File: src/design/xcvr_pkg.sv
// package: constants for the registered bus transceiver and its register map
// Functional notes
// - two 8-bit lanes or one 16-bit lane
// - capture clocks' rising edges store A and B
// - undriven bus storable into either or both registers
// - source select picks live or stored data
// - live/stored switch makes no glitch on bus
// - enable low: direction picks the driven bus
// - enable high: drive nothing, capture still works
// - capture keeps working while outputs are disabled
// - never drive both buses at once within one lane
// - dir low drives A from B live/stored
// - dir high drives B from A live/stored
package xcvr_pkg;
  // ----------------------------------------------------------------
  // datapath geometry
  // ----------------------------------------------------------------
  localparam int LANE_W = 8;
  localparam int LANES = 2;
  localparam int BUS_W = LANE_W * LANES;
  localparam int CTL_W = 5;
  // ----------------------------------------------------------------
  // register offsets (byte addresses)
  // ----------------------------------------------------------------
  localparam logic [11:0] OFS_MODE = 12'h000;
  localparam logic [11:0] OFS_CTL_LO = 12'h004;
  localparam logic [11:0] OFS_CTL_HI = 12'h008;
  localparam logic [11:0] OFS_STORE = 12'h00c;
  localparam logic [11:0] OFS_STATUS = 12'h010;
  // ----------------------------------------------------------------
  // control field positions (per lane control word)
  // ----------------------------------------------------------------
  localparam int CTL_OE_N = 0;
  localparam int CTL_DIR = 1;
  localparam int CTL_A2B_SEL = 2;
  localparam int CTL_B2A_SEL = 3;
  localparam int CTL_KEEP = 4;
  localparam int MODE_WIDE = 0;
  // ----------------------------------------------------------------
  // reset values: outputs off, live data, split lanes
  // ----------------------------------------------------------------
  localparam logic [CTL_W-1:0] CTL_RST = 5'h01;
  localparam logic MODE_RST = 1'b0;
endpackage

File: src/design/xcvr_top.sv
// module: apb-controlled 16-bit registered bus transceiver
//
// The APB slave port and the placing of the registers are this design's own decisions.
`timescale 1ns/10ps
module xcvr_top
  import xcvr_pkg::*;
(
  input wire logic pclk,
  input wire logic presetn,
  input wire logic psel,
  input wire logic penable,
  input wire logic pwrite,
  input wire logic [11:0] paddr,
  input wire logic [31:0] pwdata,
  output logic [31:0] prdata,
  output logic pready,
  output logic pslverr,
  input wire logic [BUS_W-1:0] a_in,
  output logic [BUS_W-1:0] a_out,
  output logic [BUS_W-1:0] a_oe,
  input wire logic [BUS_W-1:0] b_in,
  output logic [BUS_W-1:0] b_out,
  output logic [BUS_W-1:0] b_oe,
  input wire logic [LANES-1:0] a_to_b_capture_clock,
  input wire logic [LANES-1:0] b_to_a_capture_clock
);
  // ----------------------------------------------------------------
  // pin synchronisers: two flops before any logic
  // ----------------------------------------------------------------
  logic [BUS_W-1:0] a_s1_ff, a_s2_ff, b_s1_ff, b_s2_ff;
  logic [LANES-1:0] cab_s1_ff, cab_s2_ff, cab_s3_ff;
  logic [LANES-1:0] cba_s1_ff, cba_s2_ff, cba_s3_ff;
  always_ff @(posedge pclk or negedge presetn) begin
    if (!presetn) begin
      a_s1_ff <= 16'h0000;
      a_s2_ff <= 16'h0000;
      b_s1_ff <= 16'h0000;
      b_s2_ff <= 16'h0000;
      cab_s1_ff <= 2'h0;
      cab_s2_ff <= 2'h0;
      cab_s3_ff <= 2'h0;
      cba_s1_ff <= 2'h0;
      cba_s2_ff <= 2'h0;
      cba_s3_ff <= 2'h0;
    end else begin
      a_s1_ff <= a_in;
      a_s2_ff <= a_s1_ff;
      b_s1_ff <= b_in;
      b_s2_ff <= b_s1_ff;
      cab_s1_ff <= a_to_b_capture_clock;
      cab_s2_ff <= cab_s1_ff;
      cab_s3_ff <= cab_s2_ff;
      cba_s1_ff <= b_to_a_capture_clock;
      cba_s2_ff <= cba_s1_ff;
      cba_s3_ff <= cba_s2_ff;
    end
  end
  // rising edges of the capture clocks, taken after synchronising
  wire logic [LANES-1:0] cab_rise = cab_s2_ff & ~cab_s3_ff;
  wire logic [LANES-1:0] cba_rise = cba_s2_ff & ~cba_s3_ff;
  // ----------------------------------------------------------------
  // apb slave: zero wait states
  // ----------------------------------------------------------------
  logic mode_wide_ff;
  logic [CTL_W-1:0] ctl_lo_ff, ctl_hi_ff;
  logic [31:0] prdata_ff;
  logic pslverr_ff;
  wire logic access = psel && penable;
  wire logic hit_mode = paddr == OFS_MODE;
  wire logic hit_lo = paddr == OFS_CTL_LO;
  wire logic hit_hi = paddr == OFS_CTL_HI;
  wire logic hit_store = paddr == OFS_STORE;
  wire logic hit_stat = paddr == OFS_STATUS;
  wire logic hit_any = hit_mode | hit_lo | hit_hi | hit_store | hit_stat;
  wire logic [LANE_W-1:0] ab_st [LANES];
  wire logic [LANE_W-1:0] ba_st [LANES];
  logic [LANES-1:0] a_oe_l, b_oe_l;
  // store register: both captured words, each 16 bits
  wire logic [31:0] store_word = {ba_st[1], ba_st[0], ab_st[1], ab_st[0]};
  // status shows which bus each lane drives now
  wire logic [31:0] stat_word = {28'h0000000, b_oe_l, a_oe_l};
  wire logic [31:0] nxt_prdata =
    hit_mode ? {31'h00000000, mode_wide_ff} :
    hit_lo ? {27'h0000000, ctl_lo_ff} :
    hit_hi ? {27'h0000000, ctl_hi_ff} :
    hit_store ? store_word :
    hit_stat ? stat_word : 32'h00000000;
  // unmapped accesses and read-only writes answer with an error, nothing stored
  wire logic wr_ok = access && pwrite && (hit_mode | hit_lo | hit_hi);
  wire logic nxt_err = !hit_any || (pwrite && (hit_store || hit_stat));
  always_ff @(posedge pclk or negedge presetn) begin
    if (!presetn) begin
      mode_wide_ff <= MODE_RST;
      ctl_lo_ff <= CTL_RST;
      ctl_hi_ff <= CTL_RST;
    end else if (wr_ok) begin
      if (hit_mode) mode_wide_ff <= pwdata[MODE_WIDE];
      if (hit_lo) ctl_lo_ff <= pwdata[CTL_W-1:0];
      if (hit_hi) ctl_hi_ff <= pwdata[CTL_W-1:0];
    end
  end
  // read data and error are registered during setup, shown in access
  always_ff @(posedge pclk or negedge presetn) begin
    if (!presetn) begin
      prdata_ff <= 32'h00000000;
      pslverr_ff <= 1'b0;
    end else begin
      prdata_ff <= (psel && !penable && !pwrite) ? nxt_prdata : 32'h0;
      pslverr_ff <= psel && !penable && nxt_err;
    end
  end
  assign prdata = prdata_ff;
  assign pslverr = pslverr_ff;
  assign pready = 1'b1; // constant, ready every access phase
  // ----------------------------------------------------------------
  // lanes: wide mode ties the upper lane to the lower controls
  // ----------------------------------------------------------------
  wire logic [CTL_W-1:0] ctl_up = mode_wide_ff ? ctl_lo_ff : ctl_hi_ff;
  wire logic [LANES-1:0] cab_l = mode_wide_ff ? {2{cab_rise[0]}} : cab_rise;
  wire logic [LANES-1:0] cba_l = mode_wide_ff ? {2{cba_rise[0]}} : cba_rise;
  logic [LANE_W-1:0] a_o [LANES];
  logic [LANE_W-1:0] b_o [LANES];
  genvar g;
  generate
    for (g = 0; g < LANES; g = g + 1) begin : g_lane
      wire logic [CTL_W-1:0] c = (g == 0) ? ctl_lo_ff : ctl_up;
      xcvr_lane u_lane (
        .pclk(pclk),
        .presetn(presetn),
        .a_in(a_s2_ff[g*LANE_W +: LANE_W]),
        .b_in(b_s2_ff[g*LANE_W +: LANE_W]),
        .oe_n(c[CTL_OE_N]),
        .dir(c[CTL_DIR]),
        .a_to_b_source_select(c[CTL_A2B_SEL]),
        .b_to_a_source_select(c[CTL_B2A_SEL]),
        .a_to_b_capture_clock(cab_l[g]),
        .b_to_a_capture_clock(cba_l[g]),
        .a_out_ff(a_o[g]),
        .a_oe_ff(a_oe_l[g]),
        .b_out_ff(b_o[g]),
        .b_oe_ff(b_oe_l[g]),
        .ab_store_ff(ab_st[g]),
        .ba_store_ff(ba_st[g])
      );
      // lane outputs are flops inside the lane; these are wires only
      assign a_out[g*LANE_W +: LANE_W] = a_o[g];
      assign b_out[g*LANE_W +: LANE_W] = b_o[g];
      assign a_oe[g*LANE_W +: LANE_W] = {LANE_W{a_oe_l[g]}};
      assign b_oe[g*LANE_W +: LANE_W] = {LANE_W{b_oe_l[g]}};
    end
  endgenerate
  // ----------------------------------------------------------------
  // checks
  // ----------------------------------------------------------------
  a_no_clash: assert property (@(posedge pclk) disable iff (!presetn)
    (a_oe & b_oe) == 16'h0000) else $error("bus clash");
  a_wide_tie: assert property (@(posedge pclk) disable iff (!presetn)
    mode_wide_ff && $stable(mode_wide_ff) && $stable(ctl_lo_ff)
    |-> a_oe_l[0] == a_oe_l[1]) else $error("lanes differ");
endmodule

File: src/design/xcvr_lane.sv
// module: one 8-bit lane with two capture registers and output muxes
`timescale 1ns/10ps
module xcvr_lane
  import xcvr_pkg::*;
(
  input wire logic pclk,
  input wire logic presetn,
  input wire logic [LANE_W-1:0] a_in,
  input wire logic [LANE_W-1:0] b_in,
  input wire logic oe_n,
  input wire logic dir,
  input wire logic a_to_b_source_select,
  input wire logic b_to_a_source_select,
  input wire logic a_to_b_capture_clock,
  input wire logic b_to_a_capture_clock,
  output logic [LANE_W-1:0] a_out_ff,
  output logic a_oe_ff,
  output logic [LANE_W-1:0] b_out_ff,
  output logic b_oe_ff,
  output logic [LANE_W-1:0] ab_store_ff,
  output logic [LANE_W-1:0] ba_store_ff
);
  // ----------------------------------------------------------------
  // capture registers
  // ----------------------------------------------------------------
  // capture ignores oe and dir so isolation still stores data
  always_ff @(posedge pclk or negedge presetn) begin
    if (!presetn) begin
      ab_store_ff <= 8'h00;
      ba_store_ff <= 8'h00;
    end else begin
      if (a_to_b_capture_clock) begin
        ab_store_ff <= a_in;
      end
      if (b_to_a_capture_clock) begin
        ba_store_ff <= b_in;
      end
    end
  end
  // ----------------------------------------------------------------
  // output selection
  // ----------------------------------------------------------------
  // registered mux: the bus only changes at a clock edge, no glitch
  wire logic [LANE_W-1:0] nxt_b_out =
    a_to_b_source_select ? ab_store_ff : a_in;
  wire logic [LANE_W-1:0] nxt_a_out =
    b_to_a_source_select ? ba_store_ff : b_in;
  // exclusive enables, at most one set, both clear while oe_n is high
  wire logic nxt_a_oe = !oe_n && !dir;
  wire logic nxt_b_oe = !oe_n && dir;
  // outputs update every edge from the decoded selection
  always_ff @(posedge pclk or negedge presetn) begin
    if (!presetn) begin
      a_out_ff <= 8'h00;
      b_out_ff <= 8'h00;
      a_oe_ff <= 1'b0;
      b_oe_ff <= 1'b0;
    end else begin
      a_out_ff <= nxt_a_out;
      b_out_ff <= nxt_b_out;
      a_oe_ff <= nxt_a_oe;
      b_oe_ff <= nxt_b_oe;
    end
  end
  // ----------------------------------------------------------------
  // checks
  // ----------------------------------------------------------------
  a_one_driver: assert property (@(posedge pclk) disable iff (!presetn)
    !(a_oe_ff && b_oe_ff)) else $error("both buses driven");
  a_idle_off: assert property (@(posedge pclk) disable iff (!presetn)
    oe_n |=> !a_oe_ff && !b_oe_ff)
    else $error("bus driven while disabled");
  a_dir_pick: assert property (@(posedge pclk) disable iff (!presetn)
    !oe_n |=> (b_oe_ff == $past(dir)) && (a_oe_ff != $past(dir)))
    else $error("wrong bus driven");
  a_live_b2a: assert property (@(posedge pclk) disable iff (!presetn)
    !b_to_a_source_select |=> a_out_ff == $past(b_in))
    else $error("A live data wrong");
  a_live_a2b: assert property (@(posedge pclk) disable iff (!presetn)
    !a_to_b_source_select |=> b_out_ff == $past(a_in))
    else $error("B live data wrong");
  a_stored_b2a: assert property (@(posedge pclk) disable iff (!presetn)
    b_to_a_source_select |=> a_out_ff == $past(ba_store_ff))
    else $error("A stored data wrong");
  a_stored_a2b: assert property (@(posedge pclk) disable iff (!presetn)
    a_to_b_source_select |=> b_out_ff == $past(ab_store_ff))
    else $error("B stored data wrong");
  a_cap_b: assert property (@(posedge pclk) disable iff (!presetn)
    b_to_a_capture_clock |=> ba_store_ff == $past(b_in))
    else $error("B not captured");
  a_cap_a: assert property (@(posedge pclk) disable iff (!presetn)
    a_to_b_capture_clock |=> ab_store_ff == $past(a_in))
    else $error("A not captured");
  a_hold_b: assert property (@(posedge pclk) disable iff (!presetn)
    !b_to_a_capture_clock |=> $stable(ba_store_ff))
    else $error("B store changed");
endmodule

File: config.mk
export PLATFORM = sky130hd
export DESIGN_NAME = xcvr_top
export DESIGN_NICKNAME = d
export VERILOG_FILES = /design/src/design/xcvr_pkg.sv /design/src/design/xcvr_top.sv /design/src/design/xcvr_lane.sv
export SDC_FILE = /design/constraint.sdc
export NUM_CORES = 1
export LEC_CHECK = 0
export BUFFER_PORTS_ARGS = -buffer_cell sky130_fd_sc_hd__clkbuf_2
export CORE_AREA = 2 2 125 127
export CTS_CLUSTER_SIZE = 14
export DETAILED_ROUTE_END_ITERATION = 7
export DIE_AREA = 0 0 127 129
export GPL_TIMING_DRIVEN = 0
export PLACE_DENSITY = 0.69
export SYNTH_ARGS = -nofsm -noshare
export SYNTH_HDL_FRONTEND = slang
export SYNTH_SLANG_ARGS = --single-unit
File: constraint.sdc
create_clock -name pclk -period 5.25 [get_ports pclk]
set_input_delay 0.525 -clock pclk [delete_from_list [all_inputs] [get_ports pclk]]
set_output_delay 0.525 -clock pclk [all_outputs]
set_load 0.02 [all_outputs]
==> reports/qor.json, run 1 <==
{
  "root_buffer": {"value": "sky130_fd_sc_hd__clkbuf_16"},
  "ys_ff_latch": {"value": 188},
  "wirelength": {"value": 11810, "unit": "um"},
  "crit-reg2reg-capture": {"value": "g_lane[1].u_lane.a_out_ff[7]"},
  "vias_post_dr": {"value": 3658},
  "worst_setup_path_start_kind": {"value": "register"},
  "clock_insertion_delay_worst_skew": {"value": 0.42, "unit": "ns"},
  "post_route_cells_drive_above_1_share": {"value": 50.59, "unit": "%"},
  "rows": {"value": 45},
  "synth.lib_cells_used.distinct": {"value": 36},
  "drt-wirelength-per-cell": {"value": 15.12, "unit": "um"},
  "hold_viol": {"value": 0},
  "layout.nets": {"value": 665},
  "finalClockSkew": {"value": 0.01232, "unit": "ns"},
  "min_path_type": {"value": "in -> async"},
  "grt_use_total": {"value": 15.03, "unit": "%"},
  "tightest_slew": {"value": 1.119, "unit": "ns"},
  "via_per_inst": {"value": 4.684},
  "pin_count_of_the_biggest_net_entering_global_routing": {"value": 124},
  "drc_errors": {"value": 0},
  "synthesized_net_count": {"value": 493},
  "gpl.final_weighted_congestion": {"value": 0.8413},
  "report.final.slew_viol_count": {"value": 0},
  "netlist_area": {"value": 6538, "unit": "um^2"},
  "clock-sinks": {"value": 188},
  "crit_start": {"value": "mode_wide_ff"},
  "layout_overhead_on_the_synthesized_area": {"value": 24.08, "unit": "%"},
  "timing.critical_path.required": {"value": 5.55, "unit": "ns"},
  "post_cts.resized_instances": {"value": 0},
  "crit_arrival": {"value": 2.65, "unit": "ns"},
  "number_of_antenna_violations_at_the_first_check_in_global_routing": {"value": 0},
  "drt_iter0_markers": {"value": 178},
  "number_of_global_route_vias_before_repair": {"value": 3633},
  "cts_tree": {"value": "done"},
  "synth-seq-area-share": {"value": 72.00, "unit": "%"},
  "rel_slew_slack": {"value": 23.29, "unit": "%"},
  "syn-mean-instance-area": {"value": 16.02, "unit": "um^2"},
  "die_x": {"value": 127, "unit": "um"},
  "unrepaired_setup_endpoints_after_global_routing": {"value": "false"},
  "ys.warnings.count": {"value": 0},
  "final.setup.tns": {"value": 0, "unit": "ns"},
  "clkSlewWorstSetupHoldPaths": {"value": 0.07, "unit": "ns"},
  "dp_hpwl": {"value": 8060, "unit": "um"},
  "crit_end": {"value": "g_lane[1].u_lane.a_out_ff[7]"},
  "die_height": {"value": 129, "unit": "um"},
  "drv.max_cap_violation_count": {"value": 0},
  "total_power": {"value": 0.002892, "unit": "W"},
  "max_freq": {"value": 0.4242, "unit": "GHz"},
  "fp.dieArea": {"value": 16380, "unit": "um^2"},
  "fillerInstances": {"value": 1232},
  "core": {"value": 14980, "unit": "um^2"},
  "drt-pass1-iter-count": {"value": 4},
  "postRouteAntennaNets": {"value": 0},
  "holdWs": {"value": 0.09031, "unit": "ns"},
  "grt_overflow": {"value": 0},
  "cts-htree-levels": {"value": 4},
  "syn_inst": {"value": 408},
  "initial_utilization": {"value": 43.65, "unit": "%"},
  "number_of_buffers_created_by_cts": {"value": 17},
  "critical_path_class": {"value": "reg -> reg"},
  "number_of_buffers_between_clock_root_and_the_deepest_sink": {"value": 2},
  "run_status": {"value": "finished clean"},
  "worst_case_vdd_ir_drop": {"value": 0.0002091, "unit": "V"},
  "finalCriticalPeriod": {"value": 2.357, "unit": "ns"},
  "cp_max_fo": {"value": 10},
  "cellPowerDensity": {"value": 356.6, "unit": "nW/um^2"},
  "reg2reg_depth": {"value": 3},
  "io_pins": {"value": 183},
  "place.port_buffers": {"value": 152},
  "worst_case_register_to_register_setup_slack": {"value": 2.89, "unit": "ns"},
  "setup-violations-final": {"value": 0},
  "power.static_leakage": {"value": 3.948, "unit": "nW"},
  "worst_setup_path_end_kind": {"value": "register"},
  "post_cts.repair.setup_buffers": {"value": 0},
  "post_cts_hold_buffer_count": {"value": 0},
  "post_route_fraction_of_the_period_consumed_by_the_critical_path": {"value": 44.90, "unit": "%"},
  "r2r-start": {"value": "mode_wide_ff"},
  "grt_first_pass_wirelength": {"value": 18900, "unit": "um"},
  "antennaDiodeCount": {"value": 0}
}
==> through the flow <==
| step | utilization (%) | cell area, um^2 | std cells | setup WS (ns) |
|---|---|---|---|---|
| final | 54.16 | 8112 | 781 | 2.893 |
| after floorplan | - | 6538 | 408 | 3.283 |
| after global routing | 54.16 | 8112 | 781 | 2.747 |
| after detailed placement | 50.54 | 7570 | 749 | 2.543 |
| after global placement | 50.30 | 7533 | 748 | 0.4581 |
| after CTS | 54.16 | 8112 | 781 | 2.860 |
==> critical path, stage by stage (launching register included) <==
cell and delay (ns):
sky130_fd_sc_hd__dfrtp_1 0.38, sky130_fd_sc_hd__clkbuf_1 0.45, sky130_fd_sc_hd__mux2i_1 0.98, sky130_fd_sc_hd__mux2_2 0.43
==> flip-flops by register name (all words and copies together), names as in the netlist <==
name,cells
a_s1_ff,16
g_lane.u_lane.ba_store_ff,16
g_lane.u_lane.b_oe_ff,2
a_s2_ff,16
cab_s1_ff,2
pslverr,1
ctl_lo_ff,5
mode_wide_ff,1
cab_s3_ff,2
g_lane.u_lane.a_oe_ff,2
ctl_hi_ff,5
b_s1_ff,16
g_lane.u_lane.a_out_ff,16
g_lane.u_lane.b_out_ff,16
cab_s2_ff,2
cba_s2_ff,2
g_lane.u_lane.ab_store_ff,16
cba_s3_ff,2
b_s2_ff,16
cba_s1_ff,2
prdata,32
==> area by class of cell <==
class | instances | area [um^2] | share of cell area, %
multi-input cells | 174 | 1534 | 18.91
clock inverters | 13 | 108.9 | 1.342
plain buffers | 45 | 292.8 | 3.609
clock buffers | 19 | 432.9 | 5.337
repair buffers | 153 | 797.0 | 9.826
flip-flops and latches | 188 | 4707 | 58.03
inverters | 1 | 3.754 | 0.04627
well taps | 188 | 235.2 | 2.900
==> how the worst min path moves through the flow <==
| stage | end | start | slack (ns) | cells past startpoint |
|---|---|---|---|---|
| 2_1_floorplan | a_s1_ff[0] | presetn | 0.23 | 0 |
| 3_3_place_gp | b_s2_ff[11] | b_s1_ff[11] | 0.33 | 0 |
| 3_5_place_dp | a_s2_ff[14] | a_s1_ff[14] | 0.33 | 0 |
| 4_1_cts | a_s2_ff[9] | presetn | 0.09 | 1 |
| 5_1_grt | g_lane[1].u_lane.ab_store_ff[1] | presetn | 0.12 | 1 |
| 6_report | g_lane[1].u_lane.ab_store_ff[1] | presetn | 0.09 | 1 |
==> logic make-up (layout without fill, tap and decap cells) <==
family	after synthesis	after routing	synth area share, %
buffers and inverters	46	231	4.536
AO/OA/AOI/OAI	28	28	2.852
AND/OR/NAND/NOR	67	67	7.158
multiplexers	78	78	13.40
other	1	1	0.05736
flip-flops	188	188	72.00
==> cell usage after synthesis (all sizes together) <==
cell type | count | area, um^2
nand3 | 2 | 22.52
o21ai | 7 | 35.03
nand2 | 6 | 22.52
mux2i | 2 | 20.02
nand2b | 4 | 25.02
a21o | 2 | 15.01
a21oi | 8 | 40.04
a211o | 3 | 26.28
nor2 | 7 | 26.28
nor2b | 5 | 31.28
dfstp | 2 | 52.55
nor3 | 2 | 10.01
conb | 1 | 3.750
o31ai | 1 | 7.510
o2111ai | 1 | 8.760
nor3b | 1 | 7.510
o21bai | 1 | 7.510
a22oi | 1 | 7.510
inv | 1 | 3.750
and3b | 1 | 8.760
nor4b | 1 | 23.77
and2 | 27 | 168.9
o41ai | 1 | 8.760
nand4 | 4 | 25.02
o211a | 3 | 30.03
mux2 | 76 | 855.8
clkbuf | 11 | 41.29
or4 | 1 | 7.510
buf | 34 | 251.5
nor4 | 6 | 88.83
dfrtp | 186 | 4654
==> layout by cell type, fill, tap and decap left out, types with 3 or more instances in the layout <==
master | netlist | routed
sky130_fd_sc_hd__a211o_1 | 3 | 3
sky130_fd_sc_hd__a21oi_1 | 8 | 8
sky130_fd_sc_hd__and2_1 | 27 | 27
sky130_fd_sc_hd__buf_4 | 33 | 33
sky130_fd_sc_hd__clkbuf_1 | 11 | 13
sky130_fd_sc_hd__clkbuf_16 | 0 | 17
sky130_fd_sc_hd__clkbuf_2 | 0 | 151
sky130_fd_sc_hd__clkinv_2 | 0 | 3
sky130_fd_sc_hd__clkinv_4 | 0 | 3
sky130_fd_sc_hd__dfrtp_1 | 186 | 186
sky130_fd_sc_hd__inv_6 | 0 | 5
sky130_fd_sc_hd__mux2_2 | 76 | 76
sky130_fd_sc_hd__nand2_1 | 6 | 6
sky130_fd_sc_hd__nand2b_1 | 4 | 4
sky130_fd_sc_hd__nand4_1 | 4 | 4
sky130_fd_sc_hd__nor2_1 | 7 | 7
sky130_fd_sc_hd__nor2b_1 | 5 | 5
sky130_fd_sc_hd__nor4_4 | 3 | 3
sky130_fd_sc_hd__o211a_1 | 3 | 3
sky130_fd_sc_hd__o21ai_0 | 5 | 5
==> routing by layer <==
layer | up-vias | share of wire (%) | GRT usage [%]
li1 | 1694 | - | -
met1 | 1828 | 44 | 20.23
met2 | 128 | 49 | 23.94
met3 | 8 | 6.3 | 4.740
met4 | 0 | 0.84 | 4.072
met5 | - | 0 | 0
==> where the power goes <==
group	switching [W]	internal, W	leakage [nW]	total (W)
sequential	0.0000392	0.00153	2.29	0.00157
combinational	0.0000883	0.0000733	1.40	0.000162
clock	0.000547	0.000617	0.266	0.00116
total	0.000674	0.00222	3.95	0.00289
No activity file was read; power rests on OpenSTA's default activity.
==> inputs of run 2 (changes only) <==
Settings changed: ABC_AREA set to 1, CORE_AREA 2 2 125 127 to 2 2 126 128, DIE_AREA 0 0 127 129 to 0 0 128 130, PLACE_DENSITY 0.69 to 0.71.
Clock period 5.25 ns to 2.1 ns, I/O delays scaled along.
==> reports/qor.json, run 2 <==
{
  "drv.max_cap_violation_count": {"value": 0, "change": "unchanged"},
  "ys_ff_latch": {"value": 188, "change": "unchanged"},
  "cp_max_fo": {"value": 10, "change": "unchanged"},
  "fillerInstances": {"value": 1282, "change": "+4.1%"},
  "post_route_cells_drive_above_1_share": {"value": 32.24, "unit": "%", "change": "-18 points"},
  "cts-htree-levels": {"value": 4, "change": "unchanged"},
  "worst_setup_path_end_kind": {"value": "register"},
  "dp_hpwl": {"value": 8892, "unit": "um", "change": "+10%"},
  "timing.critical_path.required": {"value": 2.41, "unit": "ns", "change": "-3.14 ns"},
  "fp.dieArea": {"value": 16640, "unit": "um^2", "change": "+1.6%"},
  "finalCriticalPeriod": {"value": 1.523, "unit": "ns", "change": "-0.8339 ns"},
  "post_cts_hold_buffer_count": {"value": 38, "change": "+38"},
  "cts_tree": {"value": "done"},
  "min_path_type": {"value": "in -> reg"},
  "rel_slew_slack": {"value": 55.95, "unit": "%", "change": "+33 points"},
  "tightest_slew": {"value": 0.6608, "unit": "ns", "change": "-0.4579 ns"},
  "layout.nets": {"value": 864, "change": "+30%"},
  "number_of_buffers_between_clock_root_and_the_deepest_sink": {"value": 2, "change": "unchanged"},
  "antennaDiodeCount": {"value": 0, "change": "unchanged"},
  "finalClockSkew": {"value": 0.009470, "unit": "ns", "change": "-0.002845 ns"},
  "cpPeakStageDelay": {"value": 0.38, "unit": "ns", "change": "-0.60 ns"},
  "post-route-cell-area": {"value": 8655, "unit": "um^2", "change": "+6.7%"},
  "r2r-start": {"value": "mode_wide_ff"},
  "final.setup.tns": {"value": 0, "unit": "ns", "change": "unchanged"},
  "p_sw_share": {"value": 22.19, "unit": "%", "change": "-1.1 points"},
  "unrepaired_setup_endpoints_after_global_routing": {"value": "false"},
  "post_cts.repair.setup_buffers": {"value": 0, "change": "unchanged"},
  "sequentialPowerShare": {"value": 51.8, "unit": "%", "change": "-2.4 points"},
  "setup-violations-final": {"value": 0, "change": "unchanged"},
  "post_route_fraction_of_the_period_consumed_by_the_critical_path": {"value": 72.54, "unit": "%", "change": "+28 points"},
  "hold_viol": {"value": 0, "change": "unchanged"},
  "synthesized_net_count": {"value": 652, "change": "+32%"},
  "ys.warnings.count": {"value": 0, "change": "unchanged"},
  "pin_count_of_the_biggest_net_entering_global_routing": {"value": 107, "change": "-14%"},
  "grt_use_total": {"value": 17.23, "unit": "%", "change": "+2.2 points"},
  "worstPathCellList": {"value": "buf_2, inv_2, nand2_1, o22ai_2, buf_6, o21ai_0"},
  "multi_input_comb_area": {"value": 1368, "unit": "um^2", "change": "-11%"},
  "ys_top_cells_by_count": {"value": "sky130_fd_sc_hd__dfrtp_1 (186), sky130_fd_sc_hd__nand2_1 (93), sky130_fd_sc_hd__inv_1 (54), sky130_fd_sc_hd__o21ai_0 (51), sky130_fd_sc_hd__nor2_1 (34)"},
  "grt_overflow": {"value": 0, "change": "unchanged"},
  "clock_insertion_delay_worst_skew": {"value": 0.43, "unit": "ns", "change": "about the same"},
  "internal-power": {"value": 0.005829, "unit": "W", "change": "+160%"},
  "wirelength": {"value": 13620, "unit": "um", "change": "+15%"},
  "synth-main-ff-cell": {"value": "sky130_fd_sc_hd__dfrtp_1"},
  "via_per_inst": {"value": 4.582, "change": "-2.2%"},
  "drt-wirelength-per-cell": {"value": 13.86, "unit": "um", "change": "-8.3%"},
  "synth.area.top_cells": {"value": "sky130_fd_sc_hd__dfrtp_1 (70%), sky130_fd_sc_hd__nand2_1 (5.3%), sky130_fd_sc_hd__o21ai_0 (3.8%)"},
  "most_common_cell_after_layout_fill_and_taps_aside": {"value": "sky130_fd_sc_hd__dfrtp_1"},
  "worst_setup_path_start_kind": {"value": "register"},
  "postRouteAntennaNets": {"value": 0, "change": "unchanged"},
  "syn_inst": {"value": 567, "change": "+39%"},
  "synth_top_cell_by_area": {"value": "sky130_fd_sc_hd__dfrtp_1"},
  "rows": {"value": 46, "change": "+2.2%"},
  "power.static_leakage": {"value": 4.396, "unit": "nW", "change": "+11%"},
  "io_pins": {"value": 183, "change": "unchanged"},
  "number_of_antenna_violations_at_the_first_check_in_global_routing": {"value": 0, "change": "unchanged"},
  "cell_with_the_most_instances_after_synthesis": {"value": "sky130_fd_sc_hd__dfrtp_1"},
  "synth_enable_flop_cells": {"value": 0, "change": "unchanged"},
  "core": {"value": 15420, "unit": "um^2", "change": "+3.0%"},
  "largest_register_ff_count": {"value": 32, "change": "unchanged"},
  "area.sequential": {"value": 4707, "unit": "um^2", "change": "unchanged"},
  "clkSlewWorstSetupHoldPaths": {"value": 0.06, "unit": "ns", "change": "about the same"},
  "run_status": {"value": "finished clean"},
  "max_freq": {"value": 0.6564, "unit": "GHz", "change": "+55%"},
  "stdcell_count": {"value": 983, "change": "+26%"},
  "vias_post_dr": {"value": 4504, "change": "+23%"},
  "timing.hold.worst.start": {"value": "pwdata[4]"},
  "layout_overhead_on_the_synthesized_area": {"value": 30.29, "unit": "%"},
  "crit_start": {"value": "mode_wide_ff"},
  "drt_iter0_markers": {"value": 217, "change": "+22%"},
  "root_buffer": {"value": "sky130_fd_sc_hd__clkbuf_16"},
  "number_of_buffers_created_by_cts": {"value": 17, "change": "unchanged"},
  "placed_insts": {"value": 914, "change": "+22%"},
  "drc_errors": {"value": 0, "change": "unchanged"},
  "combinationalPowerShare": {"value": 6.3, "unit": "%", "change": "+0.7 points"},
  "initial_utilization": {"value": 43.06, "unit": "%", "change": "-0.59 points"},
  "synth-seq-area-share": {"value": 70.86, "unit": "%", "change": "-1.1 points"},
  "synth.lib_cells_used.distinct": {"value": 28, "change": "-22%"},
  "layout_common_cells": {"value": "sky130_fd_sc_hd__dfrtp_1 (186), sky130_fd_sc_hd__clkbuf_2 (153), sky130_fd_sc_hd__nand2_1 (93), sky130_fd_sc_hd__inv_1 (54), sky130_fd_sc_hd__o21ai_0 (51)"},
  "critical-path-slowest-cell": {"value": "sky130_fd_sc_hd__o22ai_2"},
  "gpl.final_weighted_congestion": {"value": 0.8107, "change": "-3.6%"},
  "die_height": {"value": 130, "unit": "um", "change": "+0.78%"},
  "drt-pass1-iter-count": {"value": 4, "change": "unchanged"},
  "place.port_buffers": {"value": 154, "change": "+1.3%"},
  "crit_arrival": {"value": 1.83, "unit": "ns", "change": "-0.82 ns"},
  "critical_path_class": {"value": "reg -> reg"},
  "die_x": {"value": 128, "unit": "um", "change": "+0.79%"},
  "number_of_global_route_vias_before_repair": {"value": 4345, "change": "+20%"},
  "place_area": {"value": 7690, "unit": "um^2", "change": "+1.6%"},
  "netlist.area_leader.share": {"value": 70.07, "unit": "%", "change": "-1.1 points"},
  "post_cts.resized_instances": {"value": 0, "change": "unchanged"},
  "cellPowerDensity": {"value": 865.6, "unit": "nW/um^2", "change": "+140%"},
  "pwr-share-clk": {"value": 41.9, "unit": "%", "change": "+1.6 points"},
  "syn-mean-instance-area": {"value": 11.72, "unit": "um^2", "change": "-27%"},
  "final_util": {"value": 56.11, "unit": "%", "change": "+1.9 points"},
  "report.final.slew_viol_count": {"value": 0, "change": "unchanged"},
  "netlist_area": {"value": 6643, "unit": "um^2", "change": "+1.6%"},
  "worst_case_register_to_register_setup_slack": {"value": 0.58, "unit": "ns", "change": "-2.32 ns"},
  "clock-sinks": {"value": 188, "change": "unchanged"},
  "worst_case_vdd_ir_drop": {"value": 0.0006344, "unit": "V", "change": "+200%"},
  "ys_async_sr_fraction": {"value": 100.0, "unit": "%", "change": "unchanged"},
  "power.switching": {"value": 0.001662, "unit": "W", "change": "+150%"},
  "total_power": {"value": 0.007491, "unit": "W", "change": "+160%"},
  "grt_first_pass_wirelength": {"value": 21680, "unit": "um", "change": "+15%"}
}
[run 2: kinds of logic after synthesis]
logic type	synth area share [%]
AO/OA/AOI/OAI	7.346
buffers and inverters	8.551
flip-flops	70.86
other	0.05645
AND/OR/NAND/NOR	13.19
[run 2: routing by layer]
layer	part of all wire (%)	GRT usage [%]
met3	5.7	4.674
met2	49	28.18
met1	44	22.22
met4	1.7	6.593
met5	0	0
[run 2: final timing paths]
check | endpoint | cells after the start
worst max-delay path | g_lane[1].u_lane.ba_store_ff[2] | 6
min in group asynchronous | cab_s1_ff[0] | 2
worst max register to register | g_lane[1].u_lane.ba_store_ff[2] | 6
max in group asynchronous | g_lane[1].u_lane.ab_store_ff[4] | 3
worst min register to register | a_s2_ff[5] | 0
worst min-delay path | ctl_lo_ff[4] | 3
[run 2: power by group through the flow]
stage / Combinational (W) / Clock [W] / Sequential [W]
2_1_floorplan: 0.000166 / 0 / 0.00397
3_3_place_gp: 0.000399 / 0 / 0.00394
3_5_place_dp: 0.000420 / 0 / 0.00394
4_1_cts: 0.000478 / 0.00321 / 0.00388
5_1_grt: 0.000533 / 0.00338 / 0.00390
6_report: 0.000472 / 0.00314 / 0.00388
[run 2: critical path, delay by kind of cell, from the launching register on]
kind	cells	cell delay, ns
AND/OR/NAND/NOR	1	0.08
flip-flops	1	0.35
AO/OA/AOI/OAI	2	0.46
buffers and inverters	3	0.51
[run 2: area by class of cell]
| class | count | share of cell area (%) |
|---|---|---|
| inverter | 56 | 2.429 |
| clock buffer | 21 | 5.436 |
| sequential | 188 | 54.39 |
| tap | 192 | 2.776 |
| multi-input combinational | 273 | 15.80 |
| timing repair buffer | 193 | 13.72 |
| clock inverter | 10 | 1.316 |
| buffer | 50 | 4.135 |
[run 2: stage by stage]
stage | hold WS, ns | worst slack, ns
6_report | 0.03307 | 0.5766
5_1_grt | 0.03280 | 0.3915
4_1_cts | 0.01765 | 0.5249
3_5_place_dp | 0.2950 | 0.5365
3_3_place_gp | 0.3183 | -2.536
2_1_floorplan | -0.08559 | 0.8470
